==> src/verilog/flash_host_pkg.sv <==
// Constants and types shared by the parallel flash host controller
`default_nettype none
package flash_host_pkg;
   localparam int unsigned CLK_PERIOD_NS   = 25;
   localparam int unsigned RECOVERY_NS     = 430;
   localparam int unsigned RECOVERY_CYC    = (RECOVERY_NS + CLK_PERIOD_NS - 1) / CLK_PERIOD_NS;
   localparam int unsigned WORD_ADDR_W     = 13;
   localparam int unsigned BLOCK_ADDR_W    = 5;
   localparam int unsigned ADDR_W          = WORD_ADDR_W + BLOCK_ADDR_W;
   localparam int unsigned LANE_W          = 8;
   localparam int unsigned DATA_W          = 2 * LANE_W;
   localparam int unsigned WORD_LSB        = 0;
   localparam int unsigned BLOCK_LSB       = WORD_ADDR_W;
   localparam int unsigned BUS_SETUP_CYC   = 2;
   localparam int unsigned STROBE_CYC      = 3;
   localparam int unsigned READ_CYC        = 4;
   localparam int unsigned HOLD_CYC        = 1;
   localparam logic [7:0]  CMD_READ_ARRAY  = 8'hFF;
   localparam int unsigned CNT_W           = 6;
   localparam logic [CNT_W-1:0] CNT_ONE    = 6'h01;
   localparam logic [CNT_W-1:0] CNT_ZERO   = 6'h00;

   typedef enum logic [1:0] {OP_READ, OP_WRITE, OP_POWERDOWN} op_t;
endpackage : flash_host_pkg
`default_nettype wire

==> src/verilog/flash_pin_if.sv <==
// Interface carrying the flash pin group between the sequencer and the pin driver
`default_nettype none
interface flash_pin_if;
   import flash_host_pkg::*;
   logic                    ce_n;
   logic                    oe_n;
   logic                    we_n;
   logic                    rst_n;
   logic                    wide;
   logic                    byte_lane_select;
   logic [ADDR_W-1:0]       addr;
   logic [DATA_W-1:0]       wdata;
   logic                    drive_low;
   logic                    drive_high;

   modport seq (output ce_n, oe_n, we_n, rst_n, wide, byte_lane_select, addr, wdata,
                drive_low, drive_high);
   modport pins (input ce_n, oe_n, we_n, rst_n, wide, byte_lane_select, addr, wdata,
                 drive_low, drive_high);
endinterface : flash_pin_if
`default_nettype wire

==> src/verilog/flash_pin_drive.sv <==
// Pin driver: maps sequencer controls onto flash address, control and data pins
`default_nettype none
module flash_pin_drive
   import flash_host_pkg::*;
(
   flash_pin_if.pins                 ctl,
   output logic                      chip_sel_n,
   output logic                      out_gate_n,
   output logic                      write_strobe_n,
   output logic                      powerdown_reset_n,
   output logic                      width_select,
   output logic [WORD_ADDR_W-1:0]    word_select_addr,
   output logic [BLOCK_ADDR_W-1:0]   block_select_addr,
   output logic [LANE_W-1:0]         low_data_lane_o,
   output logic                      low_data_lane_oe,
   output logic [LANE_W-2:0]         high_data_lane_o,
   output logic                      high_data_lane_oe,
   output logic                      byte_lane_select_o,
   output logic                      byte_lane_select_oe
);
   // Control and address pins
   assign chip_sel_n        = ctl.ce_n;
   assign out_gate_n        = ctl.oe_n;
   assign write_strobe_n    = ctl.we_n;
   assign powerdown_reset_n = ctl.rst_n;
   assign width_select      = ctl.wide;
   assign word_select_addr  = ctl.addr[WORD_LSB +: WORD_ADDR_W];
   assign block_select_addr = ctl.addr[BLOCK_LSB +: BLOCK_ADDR_W];

   // Data lanes; top pin of the high lane doubles as byte select in narrow mode
   assign low_data_lane_o     = ctl.wdata[LANE_W-1:0];
   assign low_data_lane_oe    = ctl.drive_low;                 // [RULE6]
   assign high_data_lane_o    = ctl.wdata[DATA_W-2:LANE_W];
   assign high_data_lane_oe   = ctl.drive_high;
   assign byte_lane_select_o  = ctl.wide ? ctl.wdata[DATA_W-1] : ctl.byte_lane_select;
   assign byte_lane_select_oe = ctl.wide ? ctl.drive_high : !ctl.rst_n ? 1'b0 : 1'b1;
endmodule : flash_pin_drive
`default_nettype wire

==> src/verilog/flash_host_ctrl.sv <==
// Host controller that drives a parallel flash through its pins
// How it works
// RULE1 - Narrow mode: byte_lane_select picks high or low byte of the word.
// RULE2 - Narrow writes hold byte_lane_select stable with address across the strobe.
// RULE3 - Wide mode drives width_select high; byte select pin carries data only.
// RULE4 - word_select_addr picks a word in a block, stable through writes.
// RULE5 - block_select_addr picks one of 32 blocks, stable through writes.
// RULE6 - Commands and data go out on low lane; reads sample low lane.
// RULE7 - Device floats lanes when deselected or output gate inactive.
// RULE8 - High lane driven only in wide writes; status reads ignore it.
// RULE9 - Chip select held low for the whole of each access.
// RULE10 - Power-down request holds powerdown_reset_n low, aborting device work.
// RULE11 - After releasing power-down, wait 430 ns before any access.
// RULE12 - Device status clears on power-down; host tracks nothing stale.
// RULE13 - Device leaves power-down in read-array mode.
// RULE14 - powerdown_reset_n held low through reset and power transitions.
// RULE15 - Address and data stable around the rising write strobe edge.
// RULE16 - Host never drives lanes while output gate is low.
// RULE17 - busy_indicator_n low means engine busy; sampled and reported.
// RULE18 - width_select low selects narrow mode on the low lane only.
`default_nettype none
module flash_host_ctrl
   import flash_host_pkg::*;
#(
   parameter int unsigned RECOVERY_CYCLES = flash_host_pkg::RECOVERY_CYC
)(
   input  wire logic                                sys_clk,
   input  wire logic                                srst,
   input  wire logic                                req_valid,
   output logic                                     req_ready,
   input  wire flash_host_pkg::op_t                 req_op,
   input  wire logic                                req_wide,
   input  wire logic [flash_host_pkg::ADDR_W-1:0]   req_addr,
   input  wire logic                                req_byte_hi,
   input  wire logic [flash_host_pkg::DATA_W-1:0]   req_wdata,
   input  wire logic                                req_status,
   output logic                                     rsp_valid,
   output logic [flash_host_pkg::DATA_W-1:0]        rsp_rdata,
   output logic                                     powered_down,
   output logic                                     engine_busy,
   output logic                                     chip_sel_n,
   output logic                                     out_gate_n,
   output logic                                     write_strobe_n,
   output logic                                     powerdown_reset_n,
   output logic                                     width_select,
   output logic [flash_host_pkg::WORD_ADDR_W-1:0]   word_select_addr,
   output logic [flash_host_pkg::BLOCK_ADDR_W-1:0]  block_select_addr,
   output logic [flash_host_pkg::LANE_W-1:0]        low_data_lane_o,
   output logic                                     low_data_lane_oe,
   input  wire logic [flash_host_pkg::LANE_W-1:0]   low_data_lane_i,
   output logic [flash_host_pkg::LANE_W-2:0]        high_data_lane_o,
   output logic                                     high_data_lane_oe,
   input  wire logic [flash_host_pkg::LANE_W-2:0]   high_data_lane_i,
   output logic                                     byte_lane_select_o,
   output logic                                     byte_lane_select_oe,
   input  wire logic                                byte_lane_select_i,
   input  wire logic                                busy_indicator_n
);
   import flash_host_pkg::*;

   initial
   begin
      if (RECOVERY_CYCLES < 1 || RECOVERY_CYCLES >= (1 << CNT_W))
         $error("RECOVERY_CYCLES out of counter range");
   end

   // ----------------------------------------------------------------
   // Sequencer state
   // ----------------------------------------------------------------
   typedef enum logic [2:0] {S_DOWN, S_RECOVER, S_IDLE, S_SETUP, S_STROBE, S_READ,
                             S_HOLD} state_t;

   state_t                  state_q, state_d;
   logic [CNT_W-1:0]        cnt_q, cnt_d;
   op_t                     op_q;
   logic                    wide_q;
   logic                    byte_hi_q;
   logic                    status_q;
   logic [ADDR_W-1:0]       addr_q;
   logic [DATA_W-1:0]       wdata_q;
   logic [DATA_W-1:0]       rdata_q;
   logic                    rsp_q;
   logic                    busy_q;
   logic                    down_req_q;

   flash_pin_if pin_bus ();

   // Request decode
   wire take      = req_valid && req_ready;
   wire take_down = take && req_op == OP_POWERDOWN;
   wire cnt_done  = cnt_q == CNT_ONE;
   wire is_write  = op_q == OP_WRITE;
   wire in_access = state_q inside {S_SETUP, S_STROBE, S_READ, S_HOLD};

   // Read lane assembly: narrow and status reads use only the low lane
   wire [LANE_W-1:0] hi_sample = {byte_lane_select_i, high_data_lane_i};
   wire [DATA_W-1:0] rd_word   = (wide_q && !status_q) ? {hi_sample, low_data_lane_i}
                                                        : {{LANE_W{1'b0}}, low_data_lane_i};

   assign req_ready = (state_q == S_IDLE) || (state_q == S_DOWN);

   // Next-state logic
   always_comb
   begin
      state_d = state_q;
      cnt_d   = (cnt_q == CNT_ZERO) ? CNT_ZERO : cnt_q - CNT_ONE;
      unique case (state_q)
         S_DOWN:
         begin
            if (take && req_op != OP_POWERDOWN)
            begin
               state_d = S_RECOVER;                              // [RULE11]
               cnt_d   = RECOVERY_CYCLES[CNT_W-1:0];
            end
         end
         S_RECOVER:
            if (cnt_done)
               state_d = S_SETUP;
         S_IDLE:
         begin
            if (take_down)
               state_d = S_DOWN;                                 // [RULE10]
            else if (take)
            begin
               state_d = S_SETUP;
               cnt_d   = BUS_SETUP_CYC[CNT_W-1:0];
            end
         end
         S_SETUP:
         begin
            if (cnt_done || cnt_q == CNT_ZERO)
            begin
               state_d = is_write ? S_STROBE : S_READ;
               cnt_d   = is_write ? STROBE_CYC[CNT_W-1:0] : READ_CYC[CNT_W-1:0];
            end
         end
         S_STROBE, S_READ:
         begin
            if (cnt_done)
            begin
               state_d = S_HOLD;                                 // [RULE15]
               cnt_d   = HOLD_CYC[CNT_W-1:0];
            end
         end
         S_HOLD:
            if (cnt_done)
               state_d = S_IDLE;
      endcase
   end

   // State and counter registers
   always_ff @(posedge sys_clk)
   begin
      if (srst)
      begin
         state_q <= S_DOWN;                                      // [RULE14]
         cnt_q   <= CNT_ZERO;
      end
      else
      begin
         state_q <= state_d;
         cnt_q   <= (state_q == S_RECOVER && cnt_done) ? BUS_SETUP_CYC[CNT_W-1:0] : cnt_d;
      end
   end

   // Request capture; address and lane select held for the whole access
   always_ff @(posedge sys_clk)
   begin
      if (srst)
      begin
         op_q      <= OP_READ;
         wide_q    <= 1'b0;
         byte_hi_q <= 1'b0;
         status_q  <= 1'b0;
         addr_q    <= '0;
         wdata_q   <= '0;
      end
      else if (take && !take_down)
      begin
         op_q      <= req_op;
         wide_q    <= req_wide;                                  // [RULE3] [RULE18]
         byte_hi_q <= req_byte_hi;                               // [RULE1] [RULE2]
         status_q  <= req_status;
         addr_q    <= req_addr;                                  // [RULE4] [RULE5]
         wdata_q   <= req_wdata;
      end
   end

   // Read data and response strobe
   always_ff @(posedge sys_clk)
   begin
      if (srst)
      begin
         rdata_q <= '0;
         rsp_q   <= 1'b0;
      end
      else
      begin
         rsp_q <= state_q == S_HOLD && cnt_done;
         if (state_q == S_READ && cnt_done)
            rdata_q <= rd_word;                                  // [RULE6] [RULE8]
      end
   end

   // Busy indicator sampling and power-down request flag
   always_ff @(posedge sys_clk)
   begin
      if (srst)
      begin
         busy_q     <= 1'b0;
         down_req_q <= 1'b1;
      end
      else
      begin
         busy_q     <= !busy_indicator_n && powerdown_reset_n;   // [RULE17]
         down_req_q <= state_d == S_DOWN;                        // [RULE12] [RULE13]
      end
   end

   assign rsp_valid    = rsp_q;
   assign rsp_rdata    = rdata_q;
   assign engine_busy  = busy_q;
   assign powered_down = down_req_q;

   // ----------------------------------------------------------------
   // Pin controls
   // ----------------------------------------------------------------
   assign pin_bus.rst_n            = state_q != S_DOWN;          // [RULE10] [RULE14]
   assign pin_bus.ce_n             = !in_access;                 // [RULE9]
   assign pin_bus.oe_n             = state_q != S_READ;          // [RULE7] [RULE16]
   assign pin_bus.we_n             = !(state_q == S_STROBE);
   assign pin_bus.wide             = wide_q;
   assign pin_bus.byte_lane_select = byte_hi_q;
   assign pin_bus.addr             = addr_q;
   assign pin_bus.wdata            = wdata_q;
   assign pin_bus.drive_low        = in_access && is_write;      // [RULE6] [RULE16]
   assign pin_bus.drive_high       = in_access && is_write && wide_q;   // [RULE8]

   flash_pin_drive u_pins (
      .ctl                 (pin_bus),
      .chip_sel_n          (chip_sel_n),
      .out_gate_n          (out_gate_n),
      .write_strobe_n      (write_strobe_n),
      .powerdown_reset_n   (powerdown_reset_n),
      .width_select        (width_select),
      .word_select_addr    (word_select_addr),
      .block_select_addr   (block_select_addr),
      .low_data_lane_o     (low_data_lane_o),
      .low_data_lane_oe    (low_data_lane_oe),
      .high_data_lane_o    (high_data_lane_o),
      .high_data_lane_oe   (high_data_lane_oe),
      .byte_lane_select_o  (byte_lane_select_o),
      .byte_lane_select_oe (byte_lane_select_oe)
   );

   // ----------------------------------------------------------------
   // Checks
   // ----------------------------------------------------------------
   a_no_bus_fight: assert property (@(posedge sys_clk) disable iff (srst)  // [RULE16]
      !out_gate_n |-> !low_data_lane_oe && !high_data_lane_oe)
      else $error("host drives data while output gate low");
   // Cycles since the device was woken, saturating; feeds the recovery check
   logic [CNT_W-1:0]        wake_cnt_q;
   always_ff @(posedge sys_clk)
   begin
      if (srst || !powerdown_reset_n)
         wake_cnt_q <= CNT_ZERO;
      else if (wake_cnt_q != '1)
         wake_cnt_q <= wake_cnt_q + CNT_ONE;
   end
   a_recovery_wait: assert property (@(posedge sys_clk) disable iff (srst) // [RULE11]
      !chip_sel_n |-> wake_cnt_q >= RECOVERY_CYCLES[CNT_W-1:0])
      else $error("access before recovery time");
   a_strobe_ce: assert property (@(posedge sys_clk) disable iff (srst)     // [RULE9]
      !write_strobe_n |-> !chip_sel_n)
      else $error("write strobe without chip select");
   a_addr_stable: assert property (@(posedge sys_clk) disable iff (srst)   // [RULE15]
      $rose(write_strobe_n) |-> $stable(word_select_addr) && $stable(block_select_addr)
         && !chip_sel_n)
      else $error("address moved at strobe rise");
   a_hi_lane_wide: assert property (@(posedge sys_clk) disable iff (srst)  // [RULE8]
      high_data_lane_oe |-> width_select && !chip_sel_n && out_gate_n)
      else $error("high lane driven in narrow mode");
   a_down_no_ce: assert property (@(posedge sys_clk) disable iff (srst)    // [RULE10]
      !powerdown_reset_n |-> chip_sel_n && write_strobe_n)
      else $error("access during power-down");
   a_strobe_len: assert property (@(posedge sys_clk) disable iff (srst)    // [RULE2]
      $fell(write_strobe_n) |-> !write_strobe_n [*3] ##1 write_strobe_n)
      else $error("write strobe width wrong");
   a_byte_sel: assert property (@(posedge sys_clk) disable iff (srst)      // [RULE1]
      !chip_sel_n && !$past(chip_sel_n) && !width_select
         |-> byte_lane_select_oe && $stable(byte_lane_select_o))
      else $error("byte select not held during narrow access");
endmodule : flash_host_ctrl
`default_nettype wire

==> config.mk <==
export PLATFORM = sky130hd
export DESIGN_NAME = flash_host_ctrl
export DESIGN_NICKNAME = d
export VERILOG_FILES = /design/src/verilog/flash_host_pkg.sv /design/src/verilog/flash_pin_if.sv /design/src/verilog/flash_pin_drive.sv /design/src/verilog/flash_host_ctrl.sv
export SDC_FILE = /design/constraint.sdc
export NUM_CORES = 1
export LEC_CHECK = 0
export BUFFER_PORTS_ARGS = -buffer_cell sky130_fd_sc_hd__buf_2
export CAP_MARGIN = 30
export CORE_MARGIN = 5
export CORE_UTILIZATION = 49
export CTS_BUF_LIST = sky130_fd_sc_hd__clkbuf_4 sky130_fd_sc_hd__clkbuf_8
export CTS_CLUSTER_SIZE = 10
export DETAILED_ROUTE_END_ITERATION = 8
export PLACE_DENSITY = 0.84
export SETUP_SLACK_MARGIN = 0.15
export SLEW_MARGIN = 20
export SYNTH_ARGS = -nofsm -noshare
export SYNTH_HDL_FRONTEND = slang
export SYNTH_SLANG_ARGS = --single-unit
==> constraint.sdc <==
create_clock -name sys_clk -period 2 [get_ports sys_clk]
set_input_delay 0.5 -clock sys_clk [delete_from_list [all_inputs] [get_ports sys_clk]]
set_output_delay 0.5 -clock sys_clk [all_outputs]
set_load 0.03 [all_outputs]
# Yosys cells after proc, flatten, opt, wreduce, memory -nomap -nowiden

Cells that the tools add are included.

Bitwise operators: 0
Add/sub/neg operators: 1
Magnitude comparators: 0
Multipliers: 0
Mux-type cells: 22
Divide/modulo/power cells: 0
Shift operators: 0
Reductions and logical operators: 25
Eq/ne operators: 11

Operator list:

| cell                | number |
|---|---|
| $mux 6              | 6 |
| $mux 3              | 8 |
| $pmux 6 s4          | 1 |
| $pmux 3 s6          | 1 |
| $mux 16             | 1 |
| $logic_and 1x1->1   | 11 |
| $eq 3x3->1 const B  | 3 |
| $eq 3x2->1 const B  | 2 |
| $eq 6x1->1 const B  | 1 |
| $logic_not 3->1     | 2 |
| $logic_not 6->1     | 1 |
| $sub 6x1->6 const B | 1 |
| $logic_not 1->1     | 5 |
| $mux 1              | 4 |
| $reduce_bool 4->1   | 1 |
| $reduce_or 2->1     | 2 |
| $eq 3x1->1 const B  | 1 |
| $ne 3x3->1 const B  | 1 |
| $reduce_bool 3->1   | 1 |
| $eq 2x1->1 const B  | 1 |
| $eq 2x2->1 const B  | 1 |
| $logic_or 1x1->1    | 2 |
| $mux 2              | 1 |
| $ne 2x2->1 const B  | 1 |

Memories kept: 0
Bits in read-only memories: 0
Bits in writable memories: 0
Input bits: 59
Word-level logic and storage cells: 72
Latch bits: 0
Register bits: 67
Output and inout bits: 62

# Longest topological paths before layout

Depth after elaboration: 7
Depth in mapped cells: 8
Gate-level depth less buffers: 7

# By module

A second synthesis with hierarchy kept.

Cells, all modules: 396
Area, all modules: 3,103.0 um^2

By module, submodules not included:

| module          | times used | cells an instance | area an instance (um^2) | sequential area each (um^2) |
|---|---|---|---|---|
| flash_host_ctrl | 1          | 354               | 2,780.2                 | 1,341.3 |
| flash_pin_drive | 1          | 42                | 322.8                   | 0.0 |

# Worst setup path after synthesis

OpenSTA, ideal clock, no wires.

Path type: reg2out
Start point: reg state_q[1]
End point: out byte_lane_select_oe
Arrival time: 2.196 ns
Path slack: -0.696 ns
Buffers on the path: 1
Cell stages (with the launch flop): 7
Data required time: 1.500 ns
Cell sequence: dfxtp_1 buf_2 nand2_1 xor2_1 nor2_1 and2_1 o21bai_1

Cells in the longest elaborated chain, start to end: 5
Elaborated cells on any way between the ends: 10
Those cells by class: eq/ne (4); mux (2); reduce/logical (4)

RTL lines:

| what                                     | RTL line               | text |
|---|---|---|
| start, declared                          | flash_host_ctrl.sv:73  | `state_t state_q, state_d;` |
| start signal, assigned                   | flash_host_ctrl.sv:161 | `state_q <= state_d;` |
| $eq 3x2->1 or $eq 3x3->1 (tied branches) | flash_host_ctrl.sv:93  | `wire in_access = state_q inside {S_SETUP, S_STROBE, S_READ, S_HOLD};` |
| $reduce_bool 4->1 (*)                    | flash_host_ctrl.sv:93  |  |
| $logic_and 1x1->1 (*)                    | --                     |  |
| via low_data_lane_oe                     | flash_host_ctrl.sv:49  | `output logic low_data_lane_oe,` |
| $logic_and 1x1->1 (*)                    | flash_host_ctrl.sv:237 | `assign pin_bus.drive_high = in_access && is_write && wide_q;` |
| via high_data_lane_oe                    | flash_host_ctrl.sv:52  | `output logic high_data_lane_oe,` |
| $mux 1 (*)                               | flash_pin_drive.sv:36  | `assign byte_lane_select_oe = ctl.wide ? ctl.drive_high : !ctl.rst_n ? 1'b0 : 1'b1;` |
| end, declared                            | flash_host_ctrl.sv:55  | `output logic byte_lane_select_oe,` |

Mark *: on every way through the listed nets, which the timed path passes. The rest lies on a longest branch.

# Final worst setup path

Start point: reg state_q[1]
End point: out byte_lane_select_oe

Cells in the longest elaborated chain, start to end: 5
Elaborated cells on any way between the ends: 10
Those cells by class: eq/ne (4); mux (2); reduce/logical (4)

RTL lines:

| what                                     | RTL line |
|---|---|
| $eq 3x2->1 or $eq 3x3->1 (tied branches) | flash_host_ctrl.sv:93 |
| $reduce_bool 4->1                        | flash_host_ctrl.sv:93 |
| $logic_and 1x1->1 (2 in a row)           | flash_host_ctrl.sv:237 |
| $mux 1 (*)                               | flash_pin_drive.sv:36 |

Mark *: on every way between the ends. The rest lies on a longest branch, timed or not.

==> flow_metrics.py <==
metrics = {
    "sta": {
        "maxSlewViolCount": 0,
        "worst_pin_slew_ns": 0.560,
        "setup_viol": 0,
        "fin_worst_skew_ns": 0.0137,
        "fin_ws_ns": 0.0637,
        "min_period_over_period_pct": 96.8,
        "final.setup.tns_ns": 0,
        "slew_headroom_pct": 62.6,
        "fmax_mhz": 516,
        "fin_crit_ns": 1.94,
        "hold_viol": 0,
        "holdWs_ns": 0.323,
        "rsz0062_at_grt": "yes",
    },
    "run_status": {
        "status": "finished clean",
    },
    "routing": {
        "vias": 2869,
        "finalWirelength_mm": 7.96,
        "drtIter0Drc": 121,
        "first_pass_iters": 4,
        "via_per_inst": 5.12,
        "wl_per_cell_um": 14.2,
        "antenna_left": 0,
        "drc_errors": 0,
    },
    "power": {
        "p_leak_uw": 0.00177,
        "finalPower_uw": 4240,
        "power_density_nw_per_um2": 1080,
        "power_frac_comb_pct": 33.1,
        "internal_power_uw": 2820,
        "p_sw_uw": 1420,
        "sequentialPowerShare_pct": 37.6,
        "pwr-share-clk_pct": 29.3,
        "switching_share_pct": 33.5,
        "vdd_drop_max_mv": 0.630,
    },
    "cells_and_area": {
        "antennaDiodeCount": 0,
        "final_common_cell": "buf_2",
        "drive_gt1_share_pct": 39.0,
        "syn_to_final_growth_pct": 36.3,
        "stdcell_count": 560,
        "finalNetCount": 543,
        "most-common-layout-cells": "buf_2, nand2_1, a21oi_1, dfxtp_1, buf_4",
    },
    "synthesis": {
        "synth-seq-cells": 67,
        "ys_types": 46,
        "synth_edf_count": 0,
        "ys_seq_area_share_pct": 46.4,
        "async_flop_share_pct": 0,
        "avgSynthCellArea_um2": 7.94,
        "syn_area_um2": 2890,
        "syn_inst": 364,
        "ys.flop_type": "dfxtp_1",
        "synth_warnings": 0,
        "synth_fp_nets": 426,
    },
    "critical_path": {
        "crit_family": "flip-flops",
        "reg2reg_slack_ns": 0.26,
        "critical_path.n_buffers_inverters": 1,
        "crit_fanout": 4,
        "r2r_cells": 5,
        "worstSetupPathType": "reg2out",
        "cp_slowest_cell": "dfxtp_4",
        "cp_slowest_stage_delay_ns": 0.37,
        "rr_startpoint": "cnt_q[2]",
        "crit_start": "state_q[1]",
        "cp.required_ns": 1.50,
        "path_cells": "nand2_4 > xor2_4 > nor2_4 > and2_4 > o21bai_4 > buf_6",
        "critPathLaunchType": "register",
        "worstPathArrival_ns": 1.44,
        "end_kind": "output port",
        "reg2reg_to": "cnt_q[5]",
    },
    "clock_network": {
        "clk-insertion-delay-late_ns": 0.33,
        "tritoncts": "built",
        "hold_buffers": 0,
        "clock_path_buffers": 2,
        "cts_num_sinks": 67,
        "clkTransAtPathRegs_ns": 0.07,
        "cts_max_level": 3,
        "clockRootBuffer": "clkbuf_8",
        "numCtsBuffers": 9,
    },
    "hold_path": {
        "hp-class": "in2reg",
        "min_delay_path_depth": 2,
        "min_to": "engine_busy",
        "hp-start": "busy_indicator_n",
    },
    "placed_design": {
        "portBuffers": 120,
        "dp_slack_ns": 0.229,
        "hpwlAfterDp_mm": 5.59,
        "placed_cells": 533,
        "routabilityCongestion": 0.930,
    },
    "global_routing": {
        "grt_max_degree": 25,
        "grtUsageTotal_pct": 20.6,
        "grt_pass1_wl_mm": 12.4,
        "grt-ovfl-total": 0,
        "antenna_found_initial": 0,
        "grt_pass1_vias": 2763,
    },
    "floorplan": {
        "core_area_um2": 5820,
        "die_h_um": 86.8,
        "die_area_um2": 7530,
        "ioPinCount": 121,
        "initial_core_util_pct": 49.7,
        "die_w_um": 86.8,
        "row_count": 28,
    },
    "flow_run": {
        "drv_cap": 0,
    },
}
[per-layer routing]
metal / GRT usage [%] / part of all wire, % / vias to the layer above
met5: 0 / 0 / -
met4: 10.3 / 2.5 / 0
met3: 5.99 / 8.4 / 19
met2: 34.6 / 49 / 118
met1: 23.7 / 40 / 1300
li1: - / - / 1432
[worst max path at each step]
stage,end,slack (ns),depth (start not counted)
global placement,byte_lane_select_oe,0.26,6
global route,byte_lane_select_oe,0.01,6
CTS,byte_lane_select_oe,0.05,6
detailed placement,rsp_rdata[8],0.23,6
floorplan,byte_lane_select_oe,0.08,6
finish,byte_lane_select_oe,0.06,6
[layout make-up]
class | count | area, um2
Multi-Input combinational cell | 252 | 1410
Fill cell | 499 | 1880
Timing Repair Buffer | 145 | 836
Clock inverter | 4 | 73.8
Tap cell | 75 | 93.8
Clock buffer | 11 | 151
Inverter | 6 | 22.5
Sequential cell | 67 | 1350
[cells in the mapped netlist (2+ instances only)]
master / number / share of area (%)
clkbuf_1: 12 / 1.6
nand2b_1: 6 / 1.3
a221oi_1: 3 / 0.91
xnor2_1: 2 / 0.61
buf_4: 17 / 4.4
dfxtp_1: 67 / 46
nor2b_1: 4 / 0.87
nand3_1: 11 / 1.9
nor2_1: 10 / 1.3
ha_1: 3 / 1.3
and3_1: 2 / 0.43
a31oi_1: 2 / 0.43
a211oi_1: 4 / 1.0
nand3b_1: 2 / 0.52
buf_2: 9 / 1.6
o21ai_1: 2 / 0.35
a21oi_1: 64 / 11
nand2_1: 104 / 14
nor3_1: 5 / 0.87
inv_1: 6 / 0.78
o21ai_0: 4 / 0.69
[repair_timing]
| action | in CTS | in global routing |
|---|---|---|
| pin swaps | 2 | 1 |
| buffers inserted | 5 | 7 |
| gates resized for setup | 18 | 12 |
| setup endpoints to repair | 6 | 17 |
| gates cloned | 0 | 0 |
[flip-flops by register name, indices dropped and copies added (netlist names), 2 cells and up]
name,count
rsp_rdata,16
pin_bus.wdata,16
addr_q,18
state_q,3
op_q,2
cnt_q,6
[worst register-to-register path, cell delays in order (launching register included)]
cell	delay [ns]
dfxtp_1	0.37
or4_4	0.60
nor3b_4	0.33
a21oi_1	0.12
o21ai_1	0.13
a211oi_1	0.07
[power groups by stage]
| stage | registers, uW | logic (uW) | clock network (uW) |
|---|---|---|---|
| after floorplan | 1670 | 921 | 0 |
| after global placement | 1610 | 1280 | 0 |
| after detailed placement | 1620 | 1300 | 0 |
| after CTS | 1590 | 1360 | 1280 |
| after global routing | 1610 | 1540 | 1340 |
| final | 1590 | 1400 | 1240 |
[kinds of logic (layout without fill, tap and decap cells)]
| logic type | Yosys count | count (layout) | synth area share [%] |
|---|---|---|---|
| adder cells (fa/ha/maj) | 3 | 3 | 1.30 |
| AO/OA/AOI/OAI | 87 | 87 | 16.9 |
| XOR/XNOR | 3 | 3 | 0.910 |
| flip-flops | 67 | 67 | 46.4 |
| AND/OR/NAND/NOR | 157 | 157 | 25.2 |
| buffers and inverters | 45 | 166 | 8.44 |
| multiplexers | 2 | 2 | 0.736 |
[per-stage QoR]
| stage | area (um2) | util [%] |
|---|---|---|
| 3_5_place_dp | 3520 | 60.5 |
| 2_1_floorplan | 2940 | - |
| 4_1_cts | 3840 | 66.0 |
| 6_report | 3940 | 67.7 |
| 3_3_place_gp | 3520 | 60.5 |
| 5_1_grt | 3940 | 67.7 |
Power figures use the tool's default switching activity.
